--- src/common/exec_latency_pkg.sv ---
// Constants, opcode classes and timing lookup for the execution interlock.
// Assumes one pipeline clock; all counts are in pipeline clocks.
`default_nettype none

package exec_latency_pkg;

  // ------------------------------------------------------------
  // Widths and sizes
  // ------------------------------------------------------------
  localparam int DATA_W = 64;
  localparam int ADDR_W = 5;
  localparam int REG_COUNT = 32;
  localparam int CNT_W = 7;
  localparam int INT_LINES = 6;

  // ------------------------------------------------------------
  // Latency / repeat figures in pipeline clocks
  // ------------------------------------------------------------
  localparam logic [CNT_W-1:0] ONE_CYC = 7'h01;
  localparam logic [CNT_W-1:0] MULW_LAT = 7'h04;
  localparam logic [CNT_W-1:0] MULW_REP = 7'h03;
  localparam logic [CNT_W-1:0] MULD_LAT = 7'h06;
  localparam logic [CNT_W-1:0] MULD_REP = 7'h05;
  localparam logic [CNT_W-1:0] DIVW_LAT = 7'h24;
  localparam logic [CNT_W-1:0] DIVD_LAT = 7'h44;
  localparam logic [CNT_W-1:0] MACC_LAT = 7'h03;
  localparam logic [CNT_W-1:0] MACC_REP = 7'h02;
  localparam logic [CNT_W-1:0] MSUB_LAT = 7'h04;
  localparam logic [CNT_W-1:0] MSUB_REP = 7'h03;
  localparam logic [CNT_W-1:0] SLOW_EXTRA = 7'h01;
  localparam logic [CNT_W-1:0] FMUL_REPEAT = 7'h04;
  localparam logic [CNT_W-1:0] FDIV_REPEAT = 7'h0c;
  localparam logic [ADDR_W-1:0] ZERO_REG = 5'h00;

  // ------------------------------------------------------------
  // Instruction classes and modes
  // ------------------------------------------------------------
  typedef enum logic [3:0] {
    OP_ALU, OP_LOAD, OP_STORE, OP_FP_LDST, OP_BRANCH, OP_JUMP,
    OP_WORD_MULTIPLY, OP_DOUBLEWORD_MULTIPLY, OP_WORD_DIVIDE,
    OP_DOUBLEWORD_DIVIDE, OP_MULTIPLY_ACCUMULATE, OP_MULTIPLY_SUBTRACT,
    OP_READ_PRODUCT, OP_WAIT
  } oth_op_e;

  typedef enum logic [1:0] {FP_ADD, FP_MUL, FP_DIVSQRT, FP_OTHER} fp_op_e;

  typedef enum logic [1:0] {PRIV_KERNEL, PRIV_SUPERVISOR, PRIV_USER} priv_e;

  // Latency (rep=0) or repeat (rep=1) of a multiply/divide class op
  function automatic logic [CNT_W-1:0] mdu_timing(input oth_op_e op, input logic slow,
                                                  input logic rep);
    logic [CNT_W-1:0] base;
    logic is_mult;
    base = ONE_CYC;
    is_mult = 1'b1;
    case (op)
      OP_WORD_MULTIPLY: base = rep ? MULW_REP : MULW_LAT;
      OP_DOUBLEWORD_MULTIPLY: base = rep ? MULD_REP : MULD_LAT;
      OP_MULTIPLY_ACCUMULATE: base = rep ? MACC_REP : MACC_LAT;
      OP_MULTIPLY_SUBTRACT: base = rep ? MSUB_REP : MSUB_LAT;
      OP_WORD_DIVIDE: begin
        base = DIVW_LAT;
        is_mult = 1'b0;
      end
      OP_DOUBLEWORD_DIVIDE: begin
        base = DIVD_LAT;
        is_mult = 1'b0;
      end
      default: is_mult = 1'b0;
    endcase
    return (slow && is_mult) ? CNT_W'(base + SLOW_EXTRA) : base;
  endfunction : mdu_timing

endpackage : exec_latency_pkg

`default_nettype wire

--- src/hdl/reg_file_32x64.sv ---
// Thirty-two entry, 64-bit register array with two read ports, one write.
// Assumes writes come from the same pipeline clock; reads are combinational.
`default_nettype none

module reg_file_32x64 #(
  parameter bit HARD_ZERO = 1'b0
) (
  // Clock
  input wire logic clock_in,
  // Write port
  input wire logic wr_en_in,
  input wire logic [exec_latency_pkg::ADDR_W-1:0] wr_addr_in,
  input wire logic [exec_latency_pkg::DATA_W-1:0] wr_data_in,
  // Read ports
  input wire logic [exec_latency_pkg::ADDR_W-1:0] rd_a_addr_in,
  input wire logic [exec_latency_pkg::ADDR_W-1:0] rd_b_addr_in,
  output logic [exec_latency_pkg::DATA_W-1:0] rd_a_out,
  output logic [exec_latency_pkg::DATA_W-1:0] rd_b_out
);
  import exec_latency_pkg::*;

  logic [DATA_W-1:0] mem [REG_COUNT];

  // Entry zero of the integer file always reads zero
  wire wr_ok = wr_en_in && !(HARD_ZERO && wr_addr_in == ZERO_REG);

  always_ff @(posedge clock_in) begin
    if (wr_ok) begin
      mem[wr_addr_in] <= wr_data_in;
    end
  end

  assign rd_a_out = (HARD_ZERO && rd_a_addr_in == ZERO_REG) ? '0 : mem[rd_a_addr_in];
  assign rd_b_out = (HARD_ZERO && rd_b_addr_in == ZERO_REG) ? '0 : mem[rd_b_addr_in];

endmodule : reg_file_32x64

`default_nettype wire

--- src/hdl/op_timer.sv ---
// Busy timer for one execution resource: loaded with a cycle count on issue.
// Assumes len_in is at least one; ready_out is high in the cycle the count ends.
`default_nettype none

module op_timer (
  // Clock and reset
  input wire logic clock_in,
  input wire logic rst_in,
  // Start of an operation
  input wire logic load_in,
  input wire logic [exec_latency_pkg::CNT_W-1:0] len_in,
  // Resource free in this cycle
  output logic ready_out
);
  import exec_latency_pkg::*;

  logic [CNT_W-1:0] cnt_r;
  logic [CNT_W-1:0] cnt_nxt;
  logic ready_r;
  logic ready_nxt;

  assign cnt_nxt = load_in ? CNT_W'(len_in - ONE_CYC) :
                   (cnt_r != '0) ? CNT_W'(cnt_r - ONE_CYC) : cnt_r;
  assign ready_nxt = load_in ? (len_in <= ONE_CYC) : (cnt_r <= ONE_CYC);

  always_ff @(posedge clock_in) begin
    if (rst_in) begin
      cnt_r <= '0;
      ready_r <= 1'b1;
    end else begin
      cnt_r <= cnt_nxt;
      ready_r <= ready_nxt;
    end
  end

  assign ready_out = ready_r;

endmodule : op_timer

`default_nettype wire

--- src/hdl/exec_latency_control.sv ---
// Issue interlock, operand bypass, multiply/divide timing and standby control.
// Assumes the issue stage presents at most one instruction per class per clock
// and holds a refused instruction until it is taken.
`default_nettype none

module exec_latency_control (
  // Clock and reset
  input wire logic clock_in,
  input wire logic rst_in,
  // Reset mode strap and interrupt pins (asynchronous)
  input wire logic slow_mult_strap_in,
  input wire logic [exec_latency_pkg::INT_LINES-1:0] int_req_in,
  input wire logic nmi_in,
  // Internal timer interrupt (same clock)
  input wire logic timer_irq_in,
  // Status register privilege bits
  input wire logic [1:0] ksu_in,
  input wire logic exl_in,
  input wire logic erl_in,
  // Other-class issue slot
  input wire logic oth_valid_in,
  input wire exec_latency_pkg::oth_op_e oth_op_in,
  input wire logic [exec_latency_pkg::ADDR_W-1:0] oth_src_a_in,
  input wire logic [exec_latency_pkg::ADDR_W-1:0] oth_src_b_in,
  input wire logic [exec_latency_pkg::ADDR_W-1:0] oth_dst_in,
  // Floating-point ALU issue slot
  input wire logic fp_valid_in,
  input wire exec_latency_pkg::fp_op_e fp_op_in,
  input wire logic [exec_latency_pkg::ADDR_W-1:0] fp_src_a_in,
  input wire logic [exec_latency_pkg::ADDR_W-1:0] fp_src_b_in,
  // Integer write-back
  input wire logic wb_en_in,
  input wire logic [exec_latency_pkg::ADDR_W-1:0] wb_dst_in,
  input wire logic [exec_latency_pkg::DATA_W-1:0] wb_data_in,
  // Floating-point write-back
  input wire logic fp_wb_en_in,
  input wire logic [exec_latency_pkg::ADDR_W-1:0] fp_wb_dst_in,
  input wire logic [exec_latency_pkg::DATA_W-1:0] fp_wb_data_in,
  // Issue results
  output logic oth_taken_out,
  output logic fp_taken_out,
  output logic stall_out,
  // Resource state
  output logic fmul_ready_out,
  output logic fdiv_ready_out,
  output logic mdu_ready_out,
  output logic prod_ready_out,
  output logic slow_mult_out,
  // Operands
  output logic [exec_latency_pkg::DATA_W-1:0] int_opa_out,
  output logic [exec_latency_pkg::DATA_W-1:0] int_opb_out,
  output logic [exec_latency_pkg::DATA_W-1:0] fp_opa_out,
  output logic [exec_latency_pkg::DATA_W-1:0] fp_opb_out,
  // Mode and power
  output exec_latency_pkg::priv_e priv_out,
  output logic standby_out,
  output logic clk_run_out
);
  import exec_latency_pkg::*;

  // ------------------------------------------------------------
  // Declarations
  // ------------------------------------------------------------
  logic strap_meta_r;
  logic strap_sync_r;
  logic slow_r;
  logic [INT_LINES-1:0] int_meta_r;
  logic [INT_LINES-1:0] int_sync_r;
  logic nmi_meta_r;
  logic nmi_sync_r;
  logic standby_r;
  logic standby_nxt;
  logic clk_run_r;
  logic br_block_r;
  logic ld_pend_r;
  logic [ADDR_W-1:0] ld_dst_r;
  logic oth_taken_r;
  logic fp_taken_r;
  logic stall_r;
  priv_e priv_r;
  priv_e priv_nxt;
  logic [DATA_W-1:0] int_opa_r;
  logic [DATA_W-1:0] int_opb_r;
  logic [DATA_W-1:0] fp_opa_r;
  logic [DATA_W-1:0] fp_opb_r;
  logic [DATA_W-1:0] int_rd_a;
  logic [DATA_W-1:0] int_rd_b;
  logic [DATA_W-1:0] fp_rd_a;
  logic [DATA_W-1:0] fp_rd_b;
  logic fmul_free;
  logic fdiv_free;
  logic mdu_free;
  logic prod_free;

  // Write data of this clock replaces the stale array value
  function automatic logic [DATA_W-1:0] bypass(input logic en, input logic [ADDR_W-1:0] dst,
                                               input logic [ADDR_W-1:0] src,
                                               input logic [DATA_W-1:0] wdata,
                                               input logic [DATA_W-1:0] rdata,
                                               input logic hard_zero);
    logic hit;
    hit = en && dst == src && !(hard_zero && src == ZERO_REG);
    return hit ? wdata : rdata;
  endfunction : bypass

  // ------------------------------------------------------------
  // Synchronisers and reset strap
  // ------------------------------------------------------------
  always_ff @(posedge clock_in) begin
    strap_meta_r <= slow_mult_strap_in;
    strap_sync_r <= strap_meta_r;
    int_meta_r <= int_req_in;
    int_sync_r <= int_meta_r;
    nmi_meta_r <= nmi_in;
    nmi_sync_r <= nmi_meta_r;
  end

  // Strap sampled only while reset is held, frozen afterwards
  always_ff @(posedge clock_in) begin
    if (rst_in) begin
      slow_r <= strap_sync_r;
    end
  end

  // ------------------------------------------------------------
  // Register files
  // ------------------------------------------------------------
  reg_file_32x64 #(.HARD_ZERO(1'b1)) u_int_regs (
    .clock_in(clock_in),
    .wr_en_in(wb_en_in),
    .wr_addr_in(wb_dst_in),
    .wr_data_in(wb_data_in),
    .rd_a_addr_in(oth_src_a_in),
    .rd_b_addr_in(oth_src_b_in),
    .rd_a_out(int_rd_a),
    .rd_b_out(int_rd_b)
  );

  reg_file_32x64 #(.HARD_ZERO(1'b0)) u_fp_regs (
    .clock_in(clock_in),
    .wr_en_in(fp_wb_en_in),
    .wr_addr_in(fp_wb_dst_in),
    .wr_data_in(fp_wb_data_in),
    .rd_a_addr_in(fp_src_a_in),
    .rd_b_addr_in(fp_src_b_in),
    .rd_a_out(fp_rd_a),
    .rd_b_out(fp_rd_b)
  );

  // ------------------------------------------------------------
  // Issue decode
  // ------------------------------------------------------------
  wire is_mdu = oth_op_in inside {OP_WORD_MULTIPLY, OP_DOUBLEWORD_MULTIPLY,
                                  OP_WORD_DIVIDE, OP_DOUBLEWORD_DIVIDE,
                                  OP_MULTIPLY_ACCUMULATE, OP_MULTIPLY_SUBTRACT};
  wire is_ldst = oth_op_in inside {OP_LOAD, OP_STORE, OP_FP_LDST};
  wire is_brj = oth_op_in inside {OP_BRANCH, OP_JUMP};
  wire is_load = oth_op_in inside {OP_LOAD, OP_FP_LDST};
  // Load result is only usable two clocks after the load issued
  wire ld_hazard = ld_pend_r && ld_dst_r != ZERO_REG &&
                   (oth_src_a_in == ld_dst_r || oth_src_b_in == ld_dst_r);
  wire mdu_block = is_mdu && !mdu_free;
  wire prod_block = oth_op_in == OP_READ_PRODUCT && !prod_free;
  // Loads/stores and ALU ops see no resource limit of their own
  wire oth_ok = !standby_r && !br_block_r && !ld_hazard &&
                !mdu_block && !prod_block;
  wire oth_take = oth_valid_in && oth_ok;
  wire fp_busy = (fp_op_in == FP_MUL && !fmul_free) ||
                 (fp_op_in == FP_DIVSQRT && !fdiv_free);
  wire fp_ok = !standby_r && !fp_busy;
  wire fp_take = fp_valid_in && fp_ok;
  wire mdu_load = oth_take && is_mdu;
  wire fmul_load = fp_take && fp_op_in == FP_MUL;
  wire fdiv_load = fp_take && fp_op_in == FP_DIVSQRT;
  wire [CNT_W-1:0] mdu_rep_len = mdu_timing(oth_op_in, slow_r, 1'b1);
  wire [CNT_W-1:0] mdu_lat_len = mdu_timing(oth_op_in, slow_r, 1'b0);

  // ------------------------------------------------------------
  // Resource timers
  // ------------------------------------------------------------
  op_timer u_fmul_timer (
    .clock_in(clock_in),
    .rst_in(rst_in),
    .load_in(fmul_load),
    .len_in(FMUL_REPEAT),
    .ready_out(fmul_free)
  );

  op_timer u_fdiv_timer (
    .clock_in(clock_in),
    .rst_in(rst_in),
    .load_in(fdiv_load),
    .len_in(FDIV_REPEAT),
    .ready_out(fdiv_free)
  );

  op_timer u_mdu_rep_timer (
    .clock_in(clock_in),
    .rst_in(rst_in),
    .load_in(mdu_load),
    .len_in(mdu_rep_len),
    .ready_out(mdu_free)
  );

  op_timer u_prod_lat_timer (
    .clock_in(clock_in),
    .rst_in(rst_in),
    .load_in(mdu_load),
    .len_in(mdu_lat_len),
    .ready_out(prod_free)
  );

  // ------------------------------------------------------------
  // Standby and privilege
  // ------------------------------------------------------------
  wire wake = (|int_sync_r) || nmi_sync_r || timer_irq_in;
  assign standby_nxt = standby_r ? !wake : (oth_take && oth_op_in == OP_WAIT);

  always_comb begin
    priv_nxt = PRIV_USER;
    if (exl_in || erl_in || ksu_in == 2'h0) begin
      priv_nxt = PRIV_KERNEL;
    end else if (ksu_in == 2'h1) begin
      priv_nxt = PRIV_SUPERVISOR;
    end
  end

  // ------------------------------------------------------------
  // State registers
  // ------------------------------------------------------------
  always_ff @(posedge clock_in) begin
    if (rst_in) begin
      standby_r <= 1'b0;
      clk_run_r <= 1'b1;
      br_block_r <= 1'b0;
      ld_pend_r <= 1'b0;
      ld_dst_r <= ZERO_REG;
      oth_taken_r <= 1'b0;
      fp_taken_r <= 1'b0;
      stall_r <= 1'b0;
      priv_r <= PRIV_KERNEL;
    end else begin
      standby_r <= standby_nxt;
      clk_run_r <= !standby_nxt;
      br_block_r <= oth_take && is_brj;
      ld_pend_r <= oth_take && is_load;
      ld_dst_r <= oth_dst_in;
      oth_taken_r <= oth_take;
      fp_taken_r <= fp_take;
      stall_r <= (oth_valid_in && !oth_ok) || (fp_valid_in && !fp_ok);
      priv_r <= priv_nxt;
    end
  end

  // Operands carry the write of this clock forward
  always_ff @(posedge clock_in) begin
    int_opa_r <= bypass(wb_en_in, wb_dst_in, oth_src_a_in, wb_data_in, int_rd_a, 1'b1);
    int_opb_r <= bypass(wb_en_in, wb_dst_in, oth_src_b_in, wb_data_in, int_rd_b, 1'b1);
    fp_opa_r <= bypass(fp_wb_en_in, fp_wb_dst_in, fp_src_a_in, fp_wb_data_in, fp_rd_a, 1'b0);
    fp_opb_r <= bypass(fp_wb_en_in, fp_wb_dst_in, fp_src_b_in, fp_wb_data_in, fp_rd_b, 1'b0);
  end

  // ------------------------------------------------------------
  // Outputs
  // ------------------------------------------------------------
  assign oth_taken_out = oth_taken_r;
  assign fp_taken_out = fp_taken_r;
  assign stall_out = stall_r;
  assign fmul_ready_out = fmul_free;
  assign fdiv_ready_out = fdiv_free;
  assign mdu_ready_out = mdu_free;
  assign prod_ready_out = prod_free;
  assign slow_mult_out = slow_r;
  assign int_opa_out = int_opa_r;
  assign int_opb_out = int_opb_r;
  assign fp_opa_out = fp_opa_r;
  assign fp_opb_out = fp_opb_r;
  assign priv_out = priv_r;
  assign standby_out = standby_r;
  assign clk_run_out = clk_run_r;

  // ------------------------------------------------------------
  // Assertions
  // ------------------------------------------------------------
  a_fmul_spacing: assert property (
    @(posedge clock_in) disable iff (rst_in)
    fmul_load |=> (!fmul_load) [*3])
    else $error("FP multiply started within four clocks");

  a_fadd_overlap: assert property (
    @(posedge clock_in) disable iff (rst_in)
    fp_valid_in && fp_op_in == FP_ADD && !standby_r |-> fp_take)
    else $error("FP add held by busy multiplier");

  a_fpldst_rate: assert property (
    @(posedge clock_in) disable iff (rst_in)
    oth_take && oth_op_in == OP_FP_LDST ##1
    oth_valid_in && oth_op_in == OP_FP_LDST && !standby_r && !ld_hazard |-> oth_take)
    else $error("FP doubleword load/store not issued back to back");

  a_priv_kernel: assert property (
    @(posedge clock_in) disable iff (rst_in)
    (exl_in || erl_in) |=> priv_out == PRIV_KERNEL)
    else $error("Exception level did not select kernel mode");

  a_word_div_lat: assert property (
    @(posedge clock_in) disable iff (rst_in)
    mdu_load && oth_op_in == OP_WORD_DIVIDE |-> ##35 !prod_ready_out ##1 prod_ready_out)
    else $error("Word divide latency not 36 clocks");

  a_dword_div_lat: assert property (
    @(posedge clock_in) disable iff (rst_in)
    mdu_load && oth_op_in == OP_DOUBLEWORD_DIVIDE |-> ##67 !mdu_ready_out ##1 mdu_ready_out)
    else $error("Doubleword divide repeat not 68 clocks");

  a_branch_repeat: assert property (
    @(posedge clock_in) disable iff (rst_in)
    oth_take && is_brj |=> !oth_take)
    else $error("Instruction issued one clock after a branch or jump");

  a_slow_mult: assert property (
    @(posedge clock_in) disable iff (rst_in)
    mdu_load && oth_op_in == OP_WORD_MULTIPLY && slow_r |=> !mdu_free [*3])
    else $error("Slow word multiply repeat shorter than four clocks");

  a_ldst_b2b: assert property (
    @(posedge clock_in) disable iff (rst_in)
    oth_valid_in && is_ldst && !standby_r && !br_block_r && !ld_hazard |-> oth_take)
    else $error("Load or store stalled without a hazard");

  a_alu_bypass: assert property (
    @(posedge clock_in) disable iff (rst_in)
    wb_en_in && wb_dst_in == oth_src_a_in && oth_src_a_in != ZERO_REG
    |=> int_opa_out == $past(wb_data_in))
    else $error("ALU result not forwarded to operand A");

  a_prod_stall: assert property (
    @(posedge clock_in) disable iff (rst_in)
    oth_valid_in && oth_op_in == OP_READ_PRODUCT && !prod_free |-> !oth_take ##1 stall_out)
    else $error("Early product register read not stalled");

  a_fdiv_no_block: assert property (
    @(posedge clock_in) disable iff (rst_in)
    !fdiv_free && fp_valid_in && fp_op_in inside {FP_ADD, FP_OTHER} && !standby_r
    |-> fp_take)
    else $error("Divide/square root blocked another FP operation");

  a_standby_freeze: assert property (
    @(posedge clock_in) disable iff (rst_in)
    standby_r |-> !oth_take && !fp_take && !clk_run_out)
    else $error("Issue while in standby");

  a_standby_wake: assert property (
    @(posedge clock_in) disable iff (rst_in)
    standby_r && wake |=> !standby_out ##0 clk_run_out)
    else $error("Interrupt did not end standby");

  a_slow_const: assert property (
    @(posedge clock_in) disable iff (rst_in)
    !rst_in |=> $stable(slow_mult_out))
    else $error("Slow-multiply mode changed outside reset");

endmodule : exec_latency_control

`default_nettype wire

--- config.mk ---
export PLATFORM = sky130hd
export DESIGN_NAME = exec_latency_control
export DESIGN_NICKNAME = d
export VERILOG_FILES = /design/src/common/exec_latency_pkg.sv /design/src/hdl/reg_file_32x64.sv /design/src/hdl/op_timer.sv /design/src/hdl/exec_latency_control.sv
export SDC_FILE = /design/constraint.sdc
export NUM_CORES = 2
export LEC_CHECK = 0
export BUFFER_PORTS_ARGS = -buffer_cell sky130_fd_sc_hd__buf_2
export CAP_MARGIN = 10
export CELL_PAD_IN_SITES_DETAIL_PLACEMENT = 2
export CELL_PAD_IN_SITES_GLOBAL_PLACEMENT = 2
export CORE_ASPECT_RATIO = 1.1
export CORE_MARGIN = 4
export CORE_UTILIZATION = 35
export CTS_BUF_LIST = sky130_fd_sc_hd__clkbuf_2 sky130_fd_sc_hd__clkbuf_4 sky130_fd_sc_hd__clkbuf_8
export CTS_CLUSTER_SIZE = 28
export DETAILED_ROUTE_END_ITERATION = 6
export PLACE_DENSITY = 0.58
export SLEW_MARGIN = 40
export SYNTH_ARGS = -nofsm -noshare
export SYNTH_HDL_FRONTEND = slang
export SYNTH_SLANG_ARGS = --single-unit
--- constraint.sdc ---
create_clock -name clock_in -period 7.2 [get_ports clock_in]
set_input_delay 1.08 -clock clock_in [delete_from_list [all_inputs] [get_ports clock_in]]
set_output_delay 1.08 -clock clock_in [all_outputs]
set_load 0.01 [all_outputs]
* After elaboration in Yosys (flattened, before gate mapping)
Memory sizes are Yosys's and may differ from the RTL's. A register that Yosys moved wholly into a read port is not among the register bits.
Index checks and enable logic that the tools add are counted.
** Storage, ports and cells
- Register bits :: 191
- Latch bits :: 0
- Memory bits (writable) :: 4096
- ROM bits :: 0
- Input port bits :: 188
- Output and inout bits :: 268
- Memories :: 2
** Memory list
- u_fp_regs.mem :: words 32, bits a word 64, rd ports 2, clocked after memory_dff 2, write ports 1, RTL line reg_file_32x64.sv:22 : logic [DATA_W-1:0] mem [REG_COUNT];
- u_int_regs.mem :: words 32, bits a word 64, rd ports 2, clocked after memory_dff 0, write ports 1, RTL line reg_file_32x64.sv:22
** Operators by class
- Add/sub/neg operators :: 8
- $mul :: 0
- Divide/modulo/power cells :: 0
- $lt $le $gt $ge :: 6
- Equality and inequality tests :: 19
- Shift-type cells :: 0
- Mux-type cells :: 27
- Bitwise logic cells :: 0
- Reduce and logical (&&, ||, !) cells :: 73
** Operators with widths (count)
- 2-to-1 mux 64 bit :: 4
- case mux 7 bit (5 select lines) :: 2
- less-or-equal comparator 7 x 1 -> 1 bit (second input constant) :: 6
- 2-to-1 mux 7 bit :: 6
- subtractor 7 x 1 -> 7 bit (second input constant) :: 6
- nonzero test 7 bit :: 4
- logical AND 1 bit :: 27
- == test 4 bit (second input constant) :: 6
- == test 5 bit :: 4
- zero test 1 bit :: 17
- == test 4 x 3 -> 1 bit (second input constant) :: 4
- zero test 5 bit :: 3
- adder 7 x 1 -> 7 bit (second input constant) :: 2
- nonzero test 2 bit :: 6
- 2-to-1 mux 1 bit :: 10
- 2-to-1 mux 4 bit :: 2
- OR reduction 2 bit :: 4
- logical OR 1 bit :: 7
- 2-to-1 mux 2 bit :: 3
- nonzero test 6 bit :: 1
- OR reduction 6 bit :: 1
- nonzero test 5 bit :: 1
- == test 2 x 1 -> 1 bit (second input constant) :: 2
- == test 4 x 1 -> 1 bit (second input constant) :: 1
- 4 further kinds :: 4

* Longest topological paths before layout
- Depth after elaboration :: 11
- Depth in mapped cells :: 13
- Mapped depth without buffers :: 12

* Hierarchy
A second synthesis with hierarchy kept.
** Second synthesis, totals
- Cells, all modules :: 9845
- Area, all modules :: 200108.2 um2
** By module, submodules not included
- reg_file_32x64 (u_fp_regs) :: instances 1, cells an instance 4313, area an instance 94097.7 um2
- reg_file_32x64 (u_int_regs) :: instances 1, cells an instance 4565, area an instance 93960.1 um2
- exec_latency_control :: instances 1, cells an instance 703, area an instance 9758.1 um2
- op_timer :: instances 4, cells an instance 66, area an instance 573.0 um2

* Worst setup path after synthesis
No wires, ideal clock.
- Path type :: input port to flip-flop
- Start :: input port wb_dst_in[3] in the netlist's numbering
- End :: memory u_int_regs.mem[10][0] (enable)
- Library setup time :: 0.487 ns
- Data arrival time :: 4.562 ns
- Required time :: 6.713 ns
- Setup slack :: 2.152 ns
- Stages :: 3
- Path buffers :: 1
- Cells stage by stage :: clkbuf_1 or3b_2 nor2_1
** On the way
- Longest elaborated chain between the ends :: 5
** RTL lines
- from (decl) :: RTL line exec_latency_control.sv:33 : input wire logic [exec_latency_pkg::ADDR_W-1:0] wb_dst_in,
- zero test 5 bit :: RTL line reg_file_32x64.sv:25 : wire wr_ok = wr_en_in && !(HARD_ZERO && wr_addr_in == ZERO_REG);
- zero test 1 bit :: RTL line reg_file_32x64.sv:25
- logical AND 1 bit :: RTL line reg_file_32x64.sv:25
- 2-to-1 mux 1 bit :: RTL line reg_file_32x64.sv:28 : if (wr_ok) begin
- 2-to-1 mux 1 bit (implied by the code) :: RTL line reg_file_32x64.sv:29 : mem[wr_addr_in] <= wr_data_in;
- to (decl) :: RTL line reg_file_32x64.sv:22
Several ways; a longest one is shown, not always the timed one.

==> run summary <==
- combined area of the multi-input logic cells: 65000 µm²
- postcts setup bufs: 0
- sink of the worst hold path: br_block_r
- count of input and output buffers: 455
- CTS clock-pin slew for the worst setup and hold paths: 70 ps
- worst-case clock buffer depth: 4
- largest clock skew in the final design: 134 ps
- number of antenna violations at the first check in global routing: 100
- H-tree depth reported by CTS: 6
- largest cells by area after synthesis: edfxtp_1 63%, mux4_2 24%, mux2i_1 3.3%, dfxtp_1 2.1%, mux2_2 1.3%
- Net count, final: 10600
- outcome: finished clean
- Clock Sink Count: 4297
- Period minus WS final: 5630 ps
- count of yosys warnings during synthesis: 0
- routed wire length per instance: 39.4 µm
- highest ir drop seen on vdd: 0.197 mV
- CTS tree: built
- Syn Std Cell Area: 195000 µm²
- worst-case headroom to the max-slew limit: 0.339
- LEAKAGE: 72.0 nW
- share of the synthesized area in the top cell type: 0.632
- area taken by flip-flops and latches: 127000 µm²
- drt first pass iters: 5
- setup ws final: 1570 ps
- final-report max-slew violation count: 0
- post-route DRC violation count: 0
- Die Y: 790 µm
- category of the most critical setup path: reg2out
- number of cells traversed by the worst register-to-register path: 5
- global routing met3 resource utilization: 0.0392
- most frequent cell on the critical path: mux4_2
- starting utilization of the core area: 0.351
- horizontal die dimension: 719 µm
- global placement routability congestion: 0.761
- ys async rst share: 0
- buffering stage count on the worst path with inverters included: 2
- # rows: 287
- post-synthesis sequential area ratio: 0.653
- layer with the highest usage: met2
- Critical Path AT: 4550 ps
- largest net degree at the start of global routing: 112
- cell taking the most area after synthesis: edfxtp_1
- all-layer global routing usage: 0.250
- Max Fanout on Critical Path: 32
- flop and latch count out of synthesis: 4297
- GRT met1 Usage: 0.317
- Antenna Violating Nets Remaining: 0
- worst reg2reg endpoint: u_prod_lat_timer.cnt_r[6]
- max-cap violation count: 0
- global route total overflow: 0
- Worst Min Path Start: oth_op_in[1]
- Placement Setup Slack: 2520 ps
- most numerous cell in the Yosys netlist: edfxtp_1
- number of buffers created by CTS: 757
- number of distinct standard cells referenced by the synthesized netlist: 59
- Tightest Hold Check Type: in2reg
- count of flip-flops with a built-in enable after synthesis: 4097
- via count: 112000
- fraction of layout cells with a size suffix above 1: 0.401
- required time at the worst-slack endpoint: 6120 ps
- vias in the first global route: 123000
- Setup Total Neg Slack: 0 ps
- average size of a mapped cell: 20.6 µm²
- per-cell via count in the routed design: 6.07
- Mapped Cells: 9445
- most frequently used flop master after synthesis: edfxtp_1
- number of ports placed on the die boundary: 456
- list of most frequent post-synthesis cells: 4097 x edfxtp_1, 2048 x mux4_2, 643 x mux2i_1
- transition time at the pin with the least slew margin: 979 ps
- maximum achievable frequency: 0.178 GHz
- setup violation total in the final timing report: 0
- delay-heaviest family, CP: multiplexers
- total die area: 568000 µm²
- sum of net half-perimeters after detailed placement: 395000 µm
- root buf cell: clkbuf_8
- total core area: 555000 µm²
- post-detailed-routing wire length: 725000 µm
- CP cell instances: buf_4, mux4_2, mux4_2, mux2_2, buf_2
- final worst path period share: 0.782
- number of buffers added to fix hold violations after cts: 31
- CP peak stage delay: 850 ps
- number of gates given a new drive strength after cts: 0
- met2 track utilization from global routing: 0.437
- number of inserted filler cells in the final layout: 51500
- clock insertion delay at the later pin of the skew report: 1350 ps
- cell type of the slowest stage on the worst timing path: dfxtp_4
- hold path depth: 2
- number of DRC markers after the initial detailed-route iteration: 11700
- areal power density over the cells: 255 nW/µm²
- type of element capturing the critical path: primary output
- critical register-to-register path startpoint: ld_dst_r[1]
- CP Launch Type: register
- layout-stage area growth over the synthesis result: 15.1%
- wire length of the first global-routing pass: 1000000 µm
- number of failing hold endpoints at the final stage: 0
- reg2reg setup slack: 4340 ps
- unrepaired setup endpoints after global routing: no
[cells by family after synthesis]
| logic type | count (synthesis) | share of synthesized area |
|---|---|---|
| other cells | 1 | 0.0000193 |
| fa+ha+maj | 15 | 0.000964 |
| buf+inv | 758 | 0.0175 |
| compound gates | 826 | 0.0301 |
| flops | 4297 | 0.653 |
| simple gates | 607 | 0.0146 |
| mux | 2909 | 0.283 |
| xor+xnor | 32 | 0.00144 |
[area by class of cell]
type / count / share of cell area
antenna: 31 / 0.000346
clock buffer: 1089 / 0.0593
clock inverter: 305 / 0.00972
inverter: 14 / 0.000235
multi-input combinational: 4453 / 0.290
sequential: 4297 / 0.567
tap: 7369 / 0.0411
timing repair buffer: 829 / 0.0319
[power breakdown]
group	switching [W]	leakage (nW)	internal [W]
registers	0.000467	38.6	0.0279
logic	0.00310	25.1	0.00224
clock network	0.0109	8.20	0.0125
[worst reg2reg max path: cells and delay by family, from the launching register on]
family,cells,cell delay (ps)
and+or+nand+nor,2,1230
DFF,1,450
muxes,1,410
AOI/OAI and AO/OA,2,660
[cells in the final DEF (no fill, tap or decap), drive strengths merged, types with 11 or more instances in the layout]
| cell | n |
|---|---|
| mux2 | 218 |
| clkbuf | 1089 |
| nand3b | 21 |
| nor3 | 12 |
| nor2b | 28 |
| ha | 15 |
| o21ai | 40 |
| diode | 31 |
| nand2b | 11 |
| nand2 | 251 |
| dfxtp | 200 |
| a22o | 94 |
| o211ai | 43 |
| o41ai | 31 |
| conb | 64 |
| a211oi | 91 |
| mux2i | 643 |
| o22ai | 155 |
| nand4 | 40 |
| a21oi | 143 |
| a221oi | 37 |
| edfxtp | 4097 |
| nand3 | 78 |
| inv | 49 |
| xnor2 | 20 |
| clkinv | 246 |
| dlygate4sd3 | 31 |
| mux4 | 2048 |
| xor2 | 12 |
| a22oi | 90 |
| o221ai | 32 |
| nor2 | 118 |
| o31ai | 20 |
| buf | 798 |
| bufinv | 15 |
| a2111oi | 20 |
[metrics by stage]
| stage | instances | total power (W) | util | hold slack (ps) | area [µm²] |
|---|---|---|---|---|---|
| 2_1_floorplan | 9508 | 0.0318 | - | 310 | 195000 |
| 3_3_place_gp | 16900 | 0.0341 | 0.373 | 313 | 207000 |
| 3_5_place_dp | 16900 | 0.0342 | 0.375 | 315 | 208000 |
| 4_1_cts | 18300 | 0.0578 | 0.403 | 18.2 | 224000 |
| 5_1_grt | 18400 | 0.0593 | 0.404 | 80.9 | 224000 |
| 6_report | 18400 | 0.0571 | 0.404 | 203 | 224000 |
[state kept, by name, indices dropped and copies added (netlist names), 2 cells and up, named ones only]
register / count
int_meta_r: 6
int_opa_out: 64
int_opb_out: 64
int_sync_r: 6
ld_dst_r: 5
priv_out: 2
u_fdiv_timer.cnt_r: 7
u_fmul_timer.cnt_r: 7
u_fp_regs.mem: 2048
u_int_regs.mem: 2048
u_mdu_rep_timer.cnt_r: 7
u_prod_lat_timer.cnt_r: 7
[worst max-delay path by stage]
stage                                 end  slack (ps)             from  depth (start not counted)
floorplan           u_int_regs.mem[10][0]        2150     wb_dst_in[3]                          3
global placement          int_opa_out[63]        2580  oth_src_a_in[0]                         10
detailed placement        int_opa_out[37]        2520  oth_src_a_in[0]                          6
CTS                        fp_opb_out[15]        1290         register                          5
global route               fp_opb_out[18]        1290         register                          5
finish                     fp_opb_out[14]        1570         register                          5
[layer usage]
metal | vias to the layer above | wire (µm)
met5 | - | 275
met4 | 44 | 26300
met3 | 1364 | 45400
met2 | 4682 | 369000
met1 | 62300 | 284000
li1 | 43200 | -
Note: power is estimated with default switching activity, not from simulation.
